File: src/logic/oftc_pkg.sv
// Package: register map, field layout and encodings for the clock control
package oftc_pkg;
    localparam logic [19:0] OFTC_ADDR_TRIM = 20'hf00a0;
    localparam logic [19:0] OFTC_ADDR_DIV = 20'hf00a8;
    localparam logic [19:0] OFTC_ADDR_GATE = 20'hf00f3;
    localparam logic [19:0] OFTC_ADDR_CMODE = 20'hfffa0;
    localparam int OFTC_GATE_BIT = 4;
    localparam int OFTC_EXTERNAL_CLOCK_BIT_BIT = 7;
    localparam int OFTC_OSCILLATOR_SELECT_BIT_BIT = 6;
    localparam logic [7:0] OFTC_GATE_RST = 8'h00;
    localparam logic [7:0] OFTC_CMODE_RST = 8'h00;
    localparam logic [5:0] OFTC_TRIM_MASK = 6'h3f;
    localparam logic [2:0] OFTC_DIV_MAX_LO = 3'h3;
    localparam logic [2:0] OFTC_DIV_MAX_HI = 3'h5;
    localparam logic [1:0] OFTC_SW_CNT = 2'h3;
    localparam int OFTC_OPT_RANGE_BIT = 3;
    localparam int OFTC_OPT_FMODE1_BIT = 7;
    localparam int OFTC_OPT_FMODE0_BIT = 6;
    localparam int OFTC_OPT_DIV_MSB = 2;
    localparam logic [7:0] OFTC_CMODE_MASK = 8'hc0;
    localparam logic [4:0] OFTC_LO_BASE_MHZ = 5'h18;
    localparam logic [5:0] OFTC_HI_BASE_MHZ = 6'h20;
    localparam logic [4:0] OFTC_LS_MAX_MHZ = 5'h08;
    typedef enum logic [1:0] {
        OFTC_MODE_PORT = 2'b00,
        OFTC_MODE_XTAL = 2'b01,
        OFTC_MODE_EXTCLK = 2'b11
    } oftc_osc_mode_t;
    typedef enum logic [1:0] {
        OFTC_SW_IDLE = 2'b00,
        OFTC_SW_OLD = 2'b01,
        OFTC_SW_WAIT = 2'b10
    } oftc_sw_state_t;
endpackage

File: src/logic/oftc_clock_ctrl.sv
// Oscillator divide/trim, timer clock gating and main oscillator mode
`timescale 1ns/1ps
module oftc_clock_ctrl (
    // Clock and reset
    input wire logic core_clk,
    input wire logic arst_n,
    // CPU register access, 8-bit
    input wire logic [19:0] reg_addr,
    input wire logic reg_wr,
    input wire logic reg_rd,
    input wire logic [7:0] reg_wdata,
    output logic [7:0] reg_rdata,
    // Option byte and factory trim, stable around reset
    input wire logic [7:0] option_byte,
    input wire logic [5:0] factory_trim,
    // Watchdog state
    input wire logic watchdog_running,
    // Clock source status
    output logic timer_clock_gate_bit,
    output logic slow_osc_run,
    output logic [2:0] fast_osc_divide,
    output logic [4:0] fast_osc_freq_mhz,
    output logic divide_legal,
    output logic cpu_clock_hold,
    output logic switch_busy,
    output logic [5:0] oscillator_trim,
    output logic main_osc_xtal_en,
    output logic main_osc_extclk_en,
    output logic main_osc_port_mode,
    output logic flash_speed_ok
);
    import oftc_pkg::*;

    // Register state
    logic [7:0] gate_q;
    logic [7:0] gate_d;
    logic [2:0] div_q;
    logic [2:0] div_d;
    logic [5:0] trim_q;
    logic [5:0] trim_d;
    logic [7:0] cmode_q;
    logic [7:0] cmode_d;
    logic load_q;
    logic [2:0] div_used_q;
    logic [2:0] div_used_d;
    // Option byte fields
    logic option_range_bit;
    logic flash_speed_mode_bit1;
    logic flash_speed_mode_bit0;
    logic [2:0] option_div;
    // Address decode and write strobes
    logic sel_gate;
    logic sel_div;
    logic sel_trim;
    logic sel_cmode;
    logic wr_gate;
    logic wr_div;
    logic wr_trim;
    logic wr_cmode;
    // Frequency and switch sequencing
    logic [4:0] new_freq;
    logic new_legal;
    logic [4:0] old_freq;
    logic use_new;
    logic hold;
    logic busy;
    logic [2:0] div_applied;
    logic [4:0] freq_now;
    // Mode, status and read path
    logic [1:0] osc_mode;
    logic speed_ok;
    logic slow_run;
    logic [7:0] rdata_d;

    assign option_range_bit = option_byte[OFTC_OPT_RANGE_BIT];
    assign flash_speed_mode_bit1 = option_byte[OFTC_OPT_FMODE1_BIT];
    assign flash_speed_mode_bit0 = option_byte[OFTC_OPT_FMODE0_BIT];
    assign option_div = option_byte[OFTC_OPT_DIV_MSB:0];

    // Exact address match; any other address reads zero
    assign sel_gate = (reg_addr == OFTC_ADDR_GATE);
    assign sel_div = (reg_addr == OFTC_ADDR_DIV);
    assign sel_trim = (reg_addr == OFTC_ADDR_TRIM);
    assign sel_cmode = (reg_addr == OFTC_ADDR_CMODE);
    // Writes in the load cycle after reset are dropped
    assign wr_gate = reg_wr && sel_gate && !load_q;
    // Writes during a running switch would restart timing; ignored instead
    assign wr_div = reg_wr && sel_div && !busy && !load_q;
    assign wr_trim = reg_wr && sel_trim && !load_q;
    assign wr_cmode = reg_wr && sel_cmode && !load_q;

    assign gate_d = wr_gate ? (reg_wdata & (8'h01 << OFTC_GATE_BIT)) :
        gate_q;
    assign cmode_d = wr_cmode ? (reg_wdata & OFTC_CMODE_MASK) : cmode_q;
    assign div_d = load_q ? option_div :
        (wr_div ? reg_wdata[2:0] : div_q);
    assign trim_d = load_q ? factory_trim :
        (wr_trim ? (reg_wdata[5:0] & OFTC_TRIM_MASK) : trim_q);

    assign rdata_d = sel_gate ? gate_q :
        sel_div ? {5'h00, div_q} :
        sel_trim ? {2'h0, trim_q} :
        sel_cmode ? cmode_q : 8'h00;

    always_ff @(posedge core_clk or negedge arst_n) begin
        if (!arst_n) begin
            gate_q <= OFTC_GATE_RST;
        end else begin
            gate_q <= gate_d;
        end
    end

    always_ff @(posedge core_clk or negedge arst_n) begin
        if (!arst_n) begin
            div_q <= 3'h0;
        end else begin
            div_q <= div_d;
        end
    end

    always_ff @(posedge core_clk or negedge arst_n) begin
        if (!arst_n) begin
            trim_q <= 6'h00;
        end else begin
            trim_q <= trim_d;
        end
    end

    // Clock mode bits
    always_ff @(posedge core_clk or negedge arst_n) begin
        if (!arst_n) begin
            cmode_q <= OFTC_CMODE_RST;
        end else begin
            cmode_q <= cmode_d;
        end
    end

    // Option inputs are only trusted one edge after reset release
    always_ff @(posedge core_clk or negedge arst_n) begin
        if (!arst_n) begin
            load_q <= 1'b1;
        end else begin
            load_q <= 1'b0;
        end
    end

    always_ff @(posedge core_clk or negedge arst_n) begin
        if (!arst_n) begin
            div_used_q <= 3'h0;
        end else begin
            div_used_q <= div_used_d;
        end
    end

    oftc_freq_decode u_dec (
        .option_range_bit(option_range_bit),
        .code(div_q),
        .freq_mhz(new_freq),
        .legal(new_legal)
    );

    // Old code decoded the same way, so a prohibited one reads zero
    oftc_freq_decode u_dec_old (
        .option_range_bit(option_range_bit),
        .code(div_used_q),
        .freq_mhz(old_freq),
        .legal()
    );

    oftc_switch_seq u_seq (
        .core_clk(core_clk),
        .arst_n(arst_n),
        .change(wr_div),
        .use_new(use_new),
        .hold(hold),
        .busy(busy)
    );

    // applied code: old code while the old frequency runs
    assign div_used_d = load_q ? option_div :
        (use_new ? div_q : div_used_q);
    assign div_applied = use_new ? div_q : div_used_q;
    assign freq_now = use_new ? new_freq : old_freq;
    // flash range check; a prohibited code is never in range
    assign speed_ok = flash_speed_mode_bit1 && (freq_now != 5'h00) &&
        (flash_speed_mode_bit0 || freq_now <= OFTC_LS_MAX_MHZ);
    assign slow_run = watchdog_running || gate_q[OFTC_GATE_BIT];
    assign osc_mode = {cmode_q[OFTC_EXTERNAL_CLOCK_BIT_BIT], cmode_q[OFTC_OSCILLATOR_SELECT_BIT_BIT]};

    // Read data stands one cycle, zero otherwise
    always_ff @(posedge core_clk or negedge arst_n) begin
        if (!arst_n) begin
            reg_rdata <= 8'h00;
        end else begin
            reg_rdata <= reg_rd ? rdata_d : 8'h00;
        end
    end

    always_ff @(posedge core_clk or negedge arst_n) begin
        if (!arst_n) begin
            timer_clock_gate_bit <= 1'b0;
            slow_osc_run <= 1'b0;
        end else begin
            timer_clock_gate_bit <= gate_q[OFTC_GATE_BIT];
            slow_osc_run <= slow_run;
        end
    end

    always_ff @(posedge core_clk or negedge arst_n) begin
        if (!arst_n) begin
            fast_osc_divide <= 3'h0;
            fast_osc_freq_mhz <= 5'h00;
        end else begin
            fast_osc_divide <= div_applied;
            fast_osc_freq_mhz <= freq_now;
        end
    end

    always_ff @(posedge core_clk or negedge arst_n) begin
        if (!arst_n) begin
            divide_legal <= 1'b0;
            flash_speed_ok <= 1'b0;
        end else begin
            divide_legal <= new_legal;
            flash_speed_ok <= speed_ok;
        end
    end

    always_ff @(posedge core_clk or negedge arst_n) begin
        if (!arst_n) begin
            cpu_clock_hold <= 1'b0;
            switch_busy <= 1'b0;
        end else begin
            cpu_clock_hold <= hold;
            switch_busy <= busy;
        end
    end

    always_ff @(posedge core_clk or negedge arst_n) begin
        if (!arst_n) begin
            oscillator_trim <= 6'h00;
        end else begin
            oscillator_trim <= trim_q;
        end
    end

    // Main oscillator pin mode
    always_ff @(posedge core_clk or negedge arst_n) begin
        if (!arst_n) begin
            main_osc_xtal_en <= 1'b0;
            main_osc_extclk_en <= 1'b0;
            main_osc_port_mode <= 1'b1;
        end else begin
            main_osc_xtal_en <= (osc_mode == OFTC_MODE_XTAL);
            main_osc_extclk_en <= (osc_mode == OFTC_MODE_EXTCLK);
            main_osc_port_mode <= (osc_mode == OFTC_MODE_PORT);
        end
    end
endmodule // oftc_clock_ctrl

File: src/logic/oftc_freq_decode.sv
// Divide code to frequency decode with legality check
`timescale 1ns/1ps
module oftc_freq_decode (
    // Settings
    input wire logic option_range_bit,
    input wire logic [2:0] code,
    // Result in MHz, zero when prohibited
    output logic [4:0] freq_mhz,
    output logic legal
);
    import oftc_pkg::*;
    logic [4:0] lo_freq;
    logic [4:0] hi_freq;
    assign lo_freq = (code <= OFTC_DIV_MAX_LO) ?
        5'(OFTC_LO_BASE_MHZ >> code) : 5'h00;
    assign hi_freq = (code != 3'h0 && code <= OFTC_DIV_MAX_HI) ?
        5'(OFTC_HI_BASE_MHZ >> code) : 5'h00;
    assign freq_mhz = option_range_bit ? hi_freq : lo_freq;
    assign legal = (freq_mhz != 5'h00);
endmodule // oftc_freq_decode

File: src/logic/oftc_switch_seq.sv
// Divide change sequencer: old-frequency run, then clock hold
`timescale 1ns/1ps
module oftc_switch_seq (
    // Clock and reset
    input wire logic core_clk,
    input wire logic arst_n,
    // Change request
    input wire logic change,
    // Sequencing status
    output logic use_new,
    output logic hold,
    output logic busy
);
    import oftc_pkg::*;
    oftc_sw_state_t state_q, state_d;
    logic [1:0] cnt_q, cnt_d;
    logic cnt_done;
    assign cnt_done = (cnt_q == OFTC_SW_CNT - 2'h1);
    always_comb begin
        state_d = state_q;
        cnt_d = cnt_q + 2'h1;
        case (state_q)
            OFTC_SW_IDLE: begin
                cnt_d = 2'h0;
                if (change) begin
                    state_d = OFTC_SW_OLD;
                end
            end
            OFTC_SW_OLD: begin
                if (cnt_done) begin
                    state_d = OFTC_SW_WAIT;
                    cnt_d = 2'h0;
                end
            end
            OFTC_SW_WAIT: begin
                if (cnt_done) begin
                    state_d = OFTC_SW_IDLE;
                end
            end
            default: begin
                state_d = OFTC_SW_IDLE;
                cnt_d = 2'h0;
            end
        endcase
    end
    always_ff @(posedge core_clk or negedge arst_n) begin
        if (!arst_n) begin
            state_q <= OFTC_SW_IDLE;
            cnt_q <= 2'h0;
        end else begin
            state_q <= state_d;
            cnt_q <= cnt_d;
        end
    end
    assign use_new = (state_q != OFTC_SW_OLD);
    assign hold = (state_q == OFTC_SW_WAIT);
    assign busy = (state_q != OFTC_SW_IDLE);
endmodule // oftc_switch_seq

File: config.mk
export PLATFORM = sky130hd
export DESIGN_NAME = oftc_clock_ctrl
export DESIGN_NICKNAME = d
export VERILOG_FILES = /design/src/logic/oftc_pkg.sv /design/src/logic/oftc_clock_ctrl.sv /design/src/logic/oftc_freq_decode.sv /design/src/logic/oftc_switch_seq.sv
export SDC_FILE = /design/constraint.sdc
export NUM_CORES = 1
export LEC_CHECK = 0
export ABC_AREA = 1
export BUFFER_PORTS_ARGS = -buffer_cell sky130_fd_sc_hd__buf_2
export CAP_MARGIN = 0
export CORE_MARGIN = 5
export CORE_UTILIZATION = 45
export DETAILED_ROUTE_END_ITERATION = 10
export PLACE_DENSITY = 0.73
export SLEW_MARGIN = 30
export SYNTH_ARGS = -nofsm -noshare
export SYNTH_HDL_FRONTEND = slang
export SYNTH_HIERARCHICAL = 1
export SYNTH_SLANG_ARGS = --single-unit
export TNS_END_PERCENT = 30
File: constraint.sdc
create_clock -name core_clk -period 1.53 [get_ports core_clk]
set_input_delay 0.306 -clock core_clk [delete_from_list [all_inputs] [get_ports core_clk]]
set_output_delay 0.306 -clock core_clk [all_outputs]
set_load 0.1 [all_outputs]
# Word-level counts from Yosys, hierarchy flattened
# Index checks and enable logic that the tools add are counted.
# Widths: inputs -> output; s select.
# totals
out_inout_bits	31
reg_bits	51
wordCells	95
# classes
add_sub_neg	1
n_shift	4
n_eq_ne	13
n_mux	24
order_cmp	5
reduce_logical	27
# op_table
cell	n
$eq 20x20->1 const B	4
$mux 8	5
$mux 5	7
$logic_and 1x1->1	13
$mux 3	4
$mux 6	2
$shr 6x3->5 const A	2
$reduce_bool 5->1	2
$shr 5x3->5 const A	2
$mux 2	4
$eq 2x2->1 const B	3
$le 3x2->1 const B	2
$le 3x3->1 const B	2
$ne 2x1->1 const B	3
$pmux 2 s3	1
$reduce_bool 2->1	3
$reduce_bool 3->1	2
$le 5x4->1 const B	1
$eq 2x1->1 const B	2
$logic_not 2->1	2
$pmux 2 s2	1
$reduce_and 3->1	1
$add 2x1->2 const B	1
$logic_not 1->1	2
other kinds (2)	3

# Logic depth before layout (Yosys ltp)
# Gate-level depths: netlist of the first run.
# logic_depth
ltp_word	8
mapped_depth	12
depth_no_buf	12

# By module
# Netlist of the first run, hierarchy kept.
# by_module_without_submodules
module	instances	area_each_um2	cells_each
oftc_clock_ctrl	1	2088.3	232
oftc_freq_decode	2	203.9	39
oftc_switch_seq	1	305.3	38

# Worst setup path before layout of the first run
# Ideal clock, no wire load.
# synth_timing
path_kind	flip-flop to flip-flop
start	register div_q[1]
end	register flash_speed_ok
setup_ps	117
t_arrival_ps	1495
path_slack_ps	-82
required_ps	1413
stages_incl_launch_ff	12
cell_sequence	dfrtp_1 > inv_2 > ha_1 > nor2_1 > nand3_1 > nand2_2 > inv_1 > nand2_1 > o21ai_0 > a21oi_1 > and2_1 > nor2_1
# synth_via
elab_chain_len	8
word_cells_on_any_way	15
cone_classes	order compare (3); shift (2); mux (4); reduce/logical (6)
# synth_rtl
item	line	text
start: declaration	oftc_clock_ctrl.sv:37	logic [2:0] div_q;
start signal: assignment	oftc_clock_ctrl.sv:117	div_q <= div_d;
$le 3x3->1 or $reduce_bool 3->1 (tied branches)	oftc_freq_decode.sv:16	assign hi_freq = (code != 3'h0 && code <= OFTC_DIV_MAX_HI) ?
$logic_and 1x1->1	oftc_freq_decode.sv:16	
$mux 5	oftc_freq_decode.sv:16	
$mux 5 (*)	oftc_freq_decode.sv:18	assign freq_mhz = option_range_bit ? hi_freq : lo_freq;
via new_freq[4]	oftc_clock_ctrl.sv:61	logic [4:0] new_freq;
$mux 5 (*)	oftc_clock_ctrl.sv:183	assign freq_now = use_new ? new_freq : old_freq;
$le 5x4->1 or $reduce_bool 5->1 (tied branches)	oftc_clock_ctrl.sv:186, oftc_clock_ctrl.sv:185	
$logic_or 1x1->1 or $logic_and 1x1->1 (tied branches)	oftc_clock_ctrl.sv:186, oftc_clock_ctrl.sv:185	
$logic_and 1x1->1 (*)	oftc_clock_ctrl.sv:185	assign speed_ok = flash_speed_mode_bit1 && (freq_now != 5'h00) &&
via speed_ok	oftc_clock_ctrl.sv:71	logic speed_ok;
end signal: assignment	oftc_clock_ctrl.sv:225	flash_speed_ok <= speed_ok;
end: declaration	oftc_clock_ctrl.sv:30	output logic flash_speed_ok
# Mark *: on every way through the listed nets, which the timed path passes. The rest lies on a longest branch.
# A chain may end at the register's enable or synchronous reset.

# Worst setup path after layout of the first run
# Same ends and word-level chain as after synthesis.

==> results.txt, run 1 <==
The count of routing violations after the opening detailed-route iteration is around 160. The number of cells produced by synthesis came out at about 340. The arrival time at the worst endpoint is around 1.9 ns. The first global-routing pass estimated about 11 mm of wire.

The final critical delay including setup and external delays came out at roughly 1.7 ns. The synthesized area per cell came out at 8.100 sq um. The met3 wirelength from detailed routing is between 400 and 500 microns. Detailed routing inserted a total of about 2600 vias.

The post-route cell area came out at roughly 3800 sq um. The path class of the tightest hold or removal check is in2reg. The origin of the critical flop-to-flop path is div_q[1]$_DFFE_PN0P_. The clock network power share came out at between 10% and 20%. Compared with the post-synthesis result, the final layout area differs by 34.71%.

In this run the core area contains 28 standard-cell rows. The design internal power came out at between 0.002 and 0.003 W. The combinational cell fraction of total power is between 50% and 60%.

For this design, the slowest cell found on the critical path is sky130_fd_sc_hd__dfrtp_2. Setup repair after global routing could not meet its margin everywhere. In this run the static leakage power is approximately 2.1 nW.

The number of global-route vias before repair was roughly 2500. Leaving out fill and tap cells, the most frequent cells in the layout are sky130_fd_sc_hd__nand2_1, sky130_fd_sc_hd__buf_2, sky130_fd_sc_hd__dfrtp_1. 0 antenna diodes ended up in the layout. The sequential fraction of design power came out at 32.3%. The overall overflow remaining after global route came out at 0. After detailed routing, the number of remaining DRC violations is 0. The routability-driven placement congestion ratio is approximately 0.85. The H-tree generated during clock tree synthesis spans 2 levels. The final setup violation count is 6.

Max-cap violations in this run came to 0. The final-layout worst hold slack is between 0.15 and 0.2 ns. The final worst slack came out at -0.1243 ns. The post-detailed-placement cell area is approximately 3400 sq um. The total number of yosys warnings came out at 6. Among the stages of the critical path, the cell type that occurs most often is sky130_fd_sc_hd__nor2_1. The switching power came out at between 0.002 and 0.003 W. In this run the worst path has a maximum fanout of 4.

The nature of the critical path endpoint is a flop. The HPWL after detailed placement came out at 4.833 mm. Entering global routing, the biggest net connects 52 pins. The I/O pin count came out at 78. The CTS tree is built. The stage delay of the slowest cell on the critical path came out at approximately 0.44 ns. The worst min-delay path startpoint is watchdog_running.

The clock tree skew after final layout is ~0.0040 ns. Together, buffers and inverters on the worst path number 4. The floorplan die width came out at 88.69 microns. After synthesis the cells add up to about 2800 sq um. During placement, the flow inserted port buffers numbering 75. The detailed-routed wire length on met2 came out at between 3 and 4 mm. The final reports fail on setup timing. Grouping stages by cell kind, the critical path spends the most delay in simple AND/OR/NAND/NOR gates. The initial cell density of the core came out at 46.79%.

The net count after synthesis came out at 407. The net total in the final layout came out at 520. The layout cell share with drive strength beyond 1 is around two fifths. The vertical die dimension came out at 88.69 microns. In this run the worst setup path begins at div_q[1]$_DFFE_PN0P_.

STA classifies the critical path startpoint as a flop. The total track usage came out at around 18%. The final critical path takes up 108.1% of the cycle. The routed wire length came out at approximately 6.6 mm.

The CTS buffer count came out at 5. The net switching fraction of the power is approximately 48%. The number of antenna violations at the first check in global routing came out at 0. The area of the core came out at about 6000 sq um.

The run finished, with violations left. The count of TritonRoute iterations in the first routing pass came out at 4. The TritonCTS sink count is 51.

The routed via count divided by cell count came out at 4.837. The critical path is of the reg2reg type. The count of antenna-violating nets left after detailed routing came out at 0. STA puts the critical path data required time at around 1.8 ns. Clock-pin slew was measured on the worst setup and hold paths at ~0.10 ns. After detailed routing, the average wire length per cell comes to roughly 12 microns.

The maximum frequency from static timing analysis came out at 604.5 MHz. The count of final max-slew check failures was 0. The maximum root-to-sink buffer count is 2.

The area enclosed by the die boundary is about 7900 sq um. Fill cells in the final layout number ~550. The areal power density over the cells came out at 1400 nW/um^2. The final hold violation count is 0. The routed length on met1 is around 2.5 mm. Walking the worst path, the cells encountered are inv_4 > buf_4 > nand2_2 > nor2_1 > nor2_1 > inv_1 > inv_1 > nand2_1 > o21ai_2 > nand4_1 > and2_1 > nor2_1.

The insertion delay to the later sink of the worst-skew pair is roughly 0.31 ns. The tree is rooted in a sky130_fd_sc_hd__clkbuf_8. In this run the top signal layer used is met4. The peak supply drop came out at between 0.001 and 0.0015 V. The most frequent standard cell in the layout excluding fill and tap cells is sky130_fd_sc_hd__nand2_1.
## worst reg2reg max path, stage by stage (launching register included)
cell	delay, ns
sky130_fd_sc_hd__dfrtp_2	0.44
sky130_fd_sc_hd__inv_4	0.07
sky130_fd_sc_hd__buf_4	0.14
sky130_fd_sc_hd__nand2_2	0.07
sky130_fd_sc_hd__nor2_1	0.05
sky130_fd_sc_hd__nor2_1	0.17
sky130_fd_sc_hd__inv_1	0.08
sky130_fd_sc_hd__inv_1	0.05
sky130_fd_sc_hd__nand2_1	0.06
sky130_fd_sc_hd__o21ai_2	0.08
sky130_fd_sc_hd__nand4_1	0.13
sky130_fd_sc_hd__and2_1	0.18
sky130_fd_sc_hd__nor2_1	0.07
## power groups by stage
stage	logic (W)	registers, W	clock network, W
CTS	0.00261	0.00168	0.000817
global placement	0.00240	0.00170	0
floorplan	0.000725	0.00278	0
detailed placement	0.00245	0.00170	0
global route	0.00298	0.00173	0.000880
finish	0.00276	0.00170	0.000797
## final timing paths
| path | to | slack (ns) | cells past startpoint |
|---|---|---|---|
| worst min register to register | oscillator_trim[2]$_DFF_PN0_ | 0.42 | 0 |
| worst max register to register | flash_speed_ok$_DFF_PN0_ | -0.12 | 12 |
| worst max-delay path | flash_speed_ok$_DFF_PN0_ | -0.12 | 12 |
| min in group asynchronous | reg_rdata[1]$_DFF_PN0_ | 0.50 | 3 |
| worst min-delay path | slow_osc_run$_DFF_PN0_ | 0.18 | 2 |
| max in group asynchronous | load_q$_DFF_PN1_ | 0.75 | 3 |
## timing repair
action                                 4_1_cts  5_1_grt
pin swaps                                    4       12
setup endpoints to repair                    4       13
gates cloned                                 0        0
gates resized for setup                     13       28
hold buffers                                 1        0
endpoints found under the hold margin       49        0
setup buffers                                8        2
## stage by stage
stage | worst slack, ns | setup TNS, ns | total power (W) | cells | utilization [%]
5_1_grt | -0.2592 | -1.077 | 0.005587 | 533 | 63.03
3_3_place_gp | -0.08228 | -0.08228 | 0.004097 | 514 | 57.73
4_1_cts | -0.04909 | -0.07513 | 0.005109 | 531 | 61.13
3_5_place_dp | -0.1452 | -0.1464 | 0.004154 | 514 | 57.73
6_report | -0.1243 | -0.2792 | 0.005255 | 533 | 63.03
2_1_floorplan | 0.02330 | 0 | 0.003505 | 344 | -
## registers in the layout (all words and copies together), names as in the netlist, 2 cells and up
signal / cells
u_seq/state_q: 2
oscillator_trim: 6
div_q: 3
trim_q: 6
fast_osc_freq_mhz: 5
div_used_q: 3
fast_osc_divide: 3
u_seq/cnt_q: 2
reg_rdata: 8
cmode_q: 2
## area by class of cell
cell class                 instances  area, sq um  area share (%)
sequential                        51         1284           34.20
timing repair buffer             112        680.7           18.13
clock inverter                     3        23.77          0.6333
multi-input combinational        235         1396           37.20
clock buffer                       5        68.82           1.833
tap                               75        93.84           2.500
inverter                          52        206.4           5.500
## layer usage
layer	GRT usage, %	up-vias
li1	-	1292
met1	20.81	1172
met2	30.90	94
met3	3.538	20
met4	7.692	0
met5	0	-
Power figures use the tool's default switching activity.
==> run 2, diff against run 1 <==
--- a/config.mk
+++ b/config.mk
@@ -8,7 +8,7 @@
 export ABC_AREA = 1
 export BUFFER_PORTS_ARGS = -buffer_cell sky130_fd_sc_hd__buf_2
 export CAP_MARGIN = 0
-export CORE_MARGIN = 5
+export CORE_MARGIN = 2
 export CORE_UTILIZATION = 45
 export DETAILED_ROUTE_END_ITERATION = 10
 export PLACE_DENSITY = 0.73
==> run 2 against run 1 <==
  * Worst setup slack worse by 0.068 ns
  * Clock-buffer cell count unchanged
  * Via count up 1.7%
  * The flow still finishes with violations (setup timing)
  * Hold slack better by 0.0060 ns
  * Critical path type unchanged
  * Register-to-register slack worse by 0.07 ns
  * Die area down 13%
==> results.txt, run 2 (synthesis gave the netlist of run 1 again) <==
The layout cell share with drive strength beyond 1 came out at roughly 44%. Across the routed clock network, the largest skew measured is 0.01022 ns. VDD sags by at most roughly 0.0015 V.

Combinational cells account for 52.8% of the total power. Data on the critical path arrives at its endpoint at around 2.0 ns. The routability-driven placement congestion ratio came out at 0.8021. Setup repair after global routing could not meet its margin everywhere. The final worst slack came out at -0.1926 ns. The final layout contains routed wiring with a total length of approximately 7 mm. The sequential fraction of design power is a little under a third. The area enclosed by the die boundary is about 6800 sq um. The initial cell density of the core came out at a little under half. The maximum frequency from static timing analysis came out at around 580 MHz. The biggest fanout along the worst timing path came out at 5. The net total in the final layout is ~530. The count of inserted antenna diode cells is 0.

The flow ran to the end, but the final reports show violations. The insertion delay to the later sink of the worst-skew pair came out at ~0.30 ns. The final-layout worst hold slack is 0.1846 ns. The number of buffers added on ports is between 70 and 80. The HPWL after detailed placement came out at between 4 and 5 mm. The final reports fail on setup timing.

The floorplan die width is between 80 and 90 microns. The clock network power share came out at between 15 and 20%. Global routing used ~20% of the available tracks. Data on the critical path is required at its endpoint by between 1.5 and 2 ns. The total design power is 0.005602 W.

The count of routing violations after the opening detailed-route iteration came out at 140. The standby leakage power is about 2.1 nW. The final route contains between 2000 and 3000 vias.

After clock tree synthesis, the clock-pin slew on the worst setup and hold paths is approximately 0.1 ns. The area growth from synthesis to final layout came out at 37.72%. The average wire length per cell after detail routing is about 13 microns.

For this design the total switching power over the nets is between 0.002 and 0.003 W. The overall overflow remaining after global route is 0. The number of remaining DRC errors is 0. The areal power density over the cells came out at between 1000 and 1500 nW/um^2. STA classifies the critical path endpoint as a flop.

Entering global routing, the biggest net connects 30 pins. Once detail routing completed, the nets flagged for antenna violations numbered 0. Net switching is a little under half of the power. The vertical die dimension came out at 82.69 microns. The final hold violation count is 0. The I/O pin count is 78. The path type of the worst min-delay path is in2reg. In the final layout, the registers with the most flip-flops are reg_rdata: 8 flops, oscillator_trim: 6 flops, trim_q: 6 flops. Subtracting the final worst setup slack from the clock period gives 1.723 ns. The critical path class is reg2reg. In the layout the commonest cells are sky130_fd_sc_hd__nand2_1, sky130_fd_sc_hd__buf_2, sky130_fd_sc_hd__dfrtp_1.

The number of global-route vias before repair came to around 2600. The maximum level of the CTS H-tree came out at 2. STA classifies the critical path startpoint as a flop. The CTS tree is built. The max-cap check violation count is 0. The register with the most flip-flops in the final layout is reg_rdata.

The number of clock buffers added by TritonCTS is 5. The area of the core is around 6000 sq um. The number of antenna violations at the first check in global routing came to 0. The design internal power came out at roughly 0.003 W. The share of the core filled with cells in the final layout is 64.43%. The count of TritonRoute iterations in the first routing pass came out at 4.

The post-route clock period utilization is 112.6%. The root cell of the clock tree is sky130_fd_sc_hd__clkbuf_8. In the routed layout, each cell is associated on average with a via count of ~4.9.

The TritonCTS sink count is 51. The count of standard-cell rows is 28. The count of final max-slew check failures is 0. The global-route wire length before repair is between 10 and 15 mm. The final setup violation count is 6. The longest clock path from root to sink contains 2 buffers. The most frequent standard cell in the layout excluding fill and tap cells is sky130_fd_sc_hd__nand2_1. The register with the most flip-flops in the layout has 8 of them.
==> run 2: repair_timing <==
action,CTS,global route
endpoints found under the hold margin,22,0
gates resized for setup,14,37
pin swaps,8,10
setup endpoints to repair,5,16
cloned,1,0
hold buffers,1,0
buffers inserted,7,6
==> run 2: cell type report <==
| type | count | area [sq um] |
|---|---|---|
| clock buffers | 5 | 68.82 |
| clock inverters | 3 | 46.29 |
| fillers | 499 | 2118 |
| inverters | 52 | 206.4 |
| multi-input cells | 235 | 1418 |
| flip-flops and latches | 51 | 1281 |
| well taps | 75 | 93.84 |
| repair buffers | 117 | 715.7 |
| repair inverters | 1 | 7.507 |
==> run 2: worst paths after layout <==
path	from	end	slack, ns	depth (start not counted)
worst max-delay path	div_q[1]$_DFFE_PN0P_	flash_speed_ok$_DFF_PN0_	-0.19	12
worst min-delay path	watchdog_running	slow_osc_run$_DFF_PN0_	0.18	2
worst max register to register	div_q[1]$_DFFE_PN0P_	flash_speed_ok$_DFF_PN0_	-0.19	12
worst min register to register	trim_q[5]$_DFFE_PN0P_	oscillator_trim[5]$_DFF_PN0_	0.42	0
max in group asynchronous	arst_n	load_q$_DFF_PN1_	0.67	3
min in group asynchronous	arst_n	oscillator_trim[5]$_DFF_PN0_	0.51	3
==> run 2: routing by layer <==
metal / up-vias / part of all wire (%) / GRT usage (%)
met5: - / 0 / 0
met2: 77 / 52 / 37.26
met3: 17 / 5.1 / 4.130
met4: 0 / 2.6 / 6.230
li1: 1309 / - / -
met1: 1220 / 40 / 23.97
==> run 2: power groups by stage <==
stage	Sequential (W)	Combinational [W]	Clock [W]
2_1_floorplan	0.00278	0.000725	0
3_3_place_gp	0.00170	0.00241	0
5_1_grt	0.00172	0.00317	0.00104
6_report	0.00168	0.00296	0.000958
3_5_place_dp	0.00170	0.00246	0
4_1_cts	0.00168	0.00261	0.000985
==> run 2: metrics by stage <==
stage                     setup TNS, ns  setup WS (ns)  std cells  instance area, sq um
final                           -0.3349        -0.1926        539                  3837
after global routing            -0.8219        -0.2482        539                  3837
after CTS                       -0.1475       -0.05067        533                  3664
after detailed placement        -0.1709        -0.1703        516                  3441
after global placement          -0.1004        -0.1004        516                  3441
after floorplan                       0        0.02330        344                  2790
==> run 2: worst max-delay path, cell delays in order, from the launching register on <==
cell,delay (ns)
sky130_fd_sc_hd__dfrtp_2,0.43
sky130_fd_sc_hd__inv_4,0.06
sky130_fd_sc_hd__buf_4,0.14
sky130_fd_sc_hd__nand2_1,0.11
sky130_fd_sc_hd__nor2_2,0.05
sky130_fd_sc_hd__nor2_2,0.19
sky130_fd_sc_hd__inv_1,0.07
sky130_fd_sc_hd__inv_1,0.06
sky130_fd_sc_hd__nand2_1,0.07
sky130_fd_sc_hd__o21ai_2,0.08
sky130_fd_sc_hd__nand4_1,0.14
sky130_fd_sc_hd__and2_1,0.17
sky130_fd_sc_hd__nor2_1,0.09
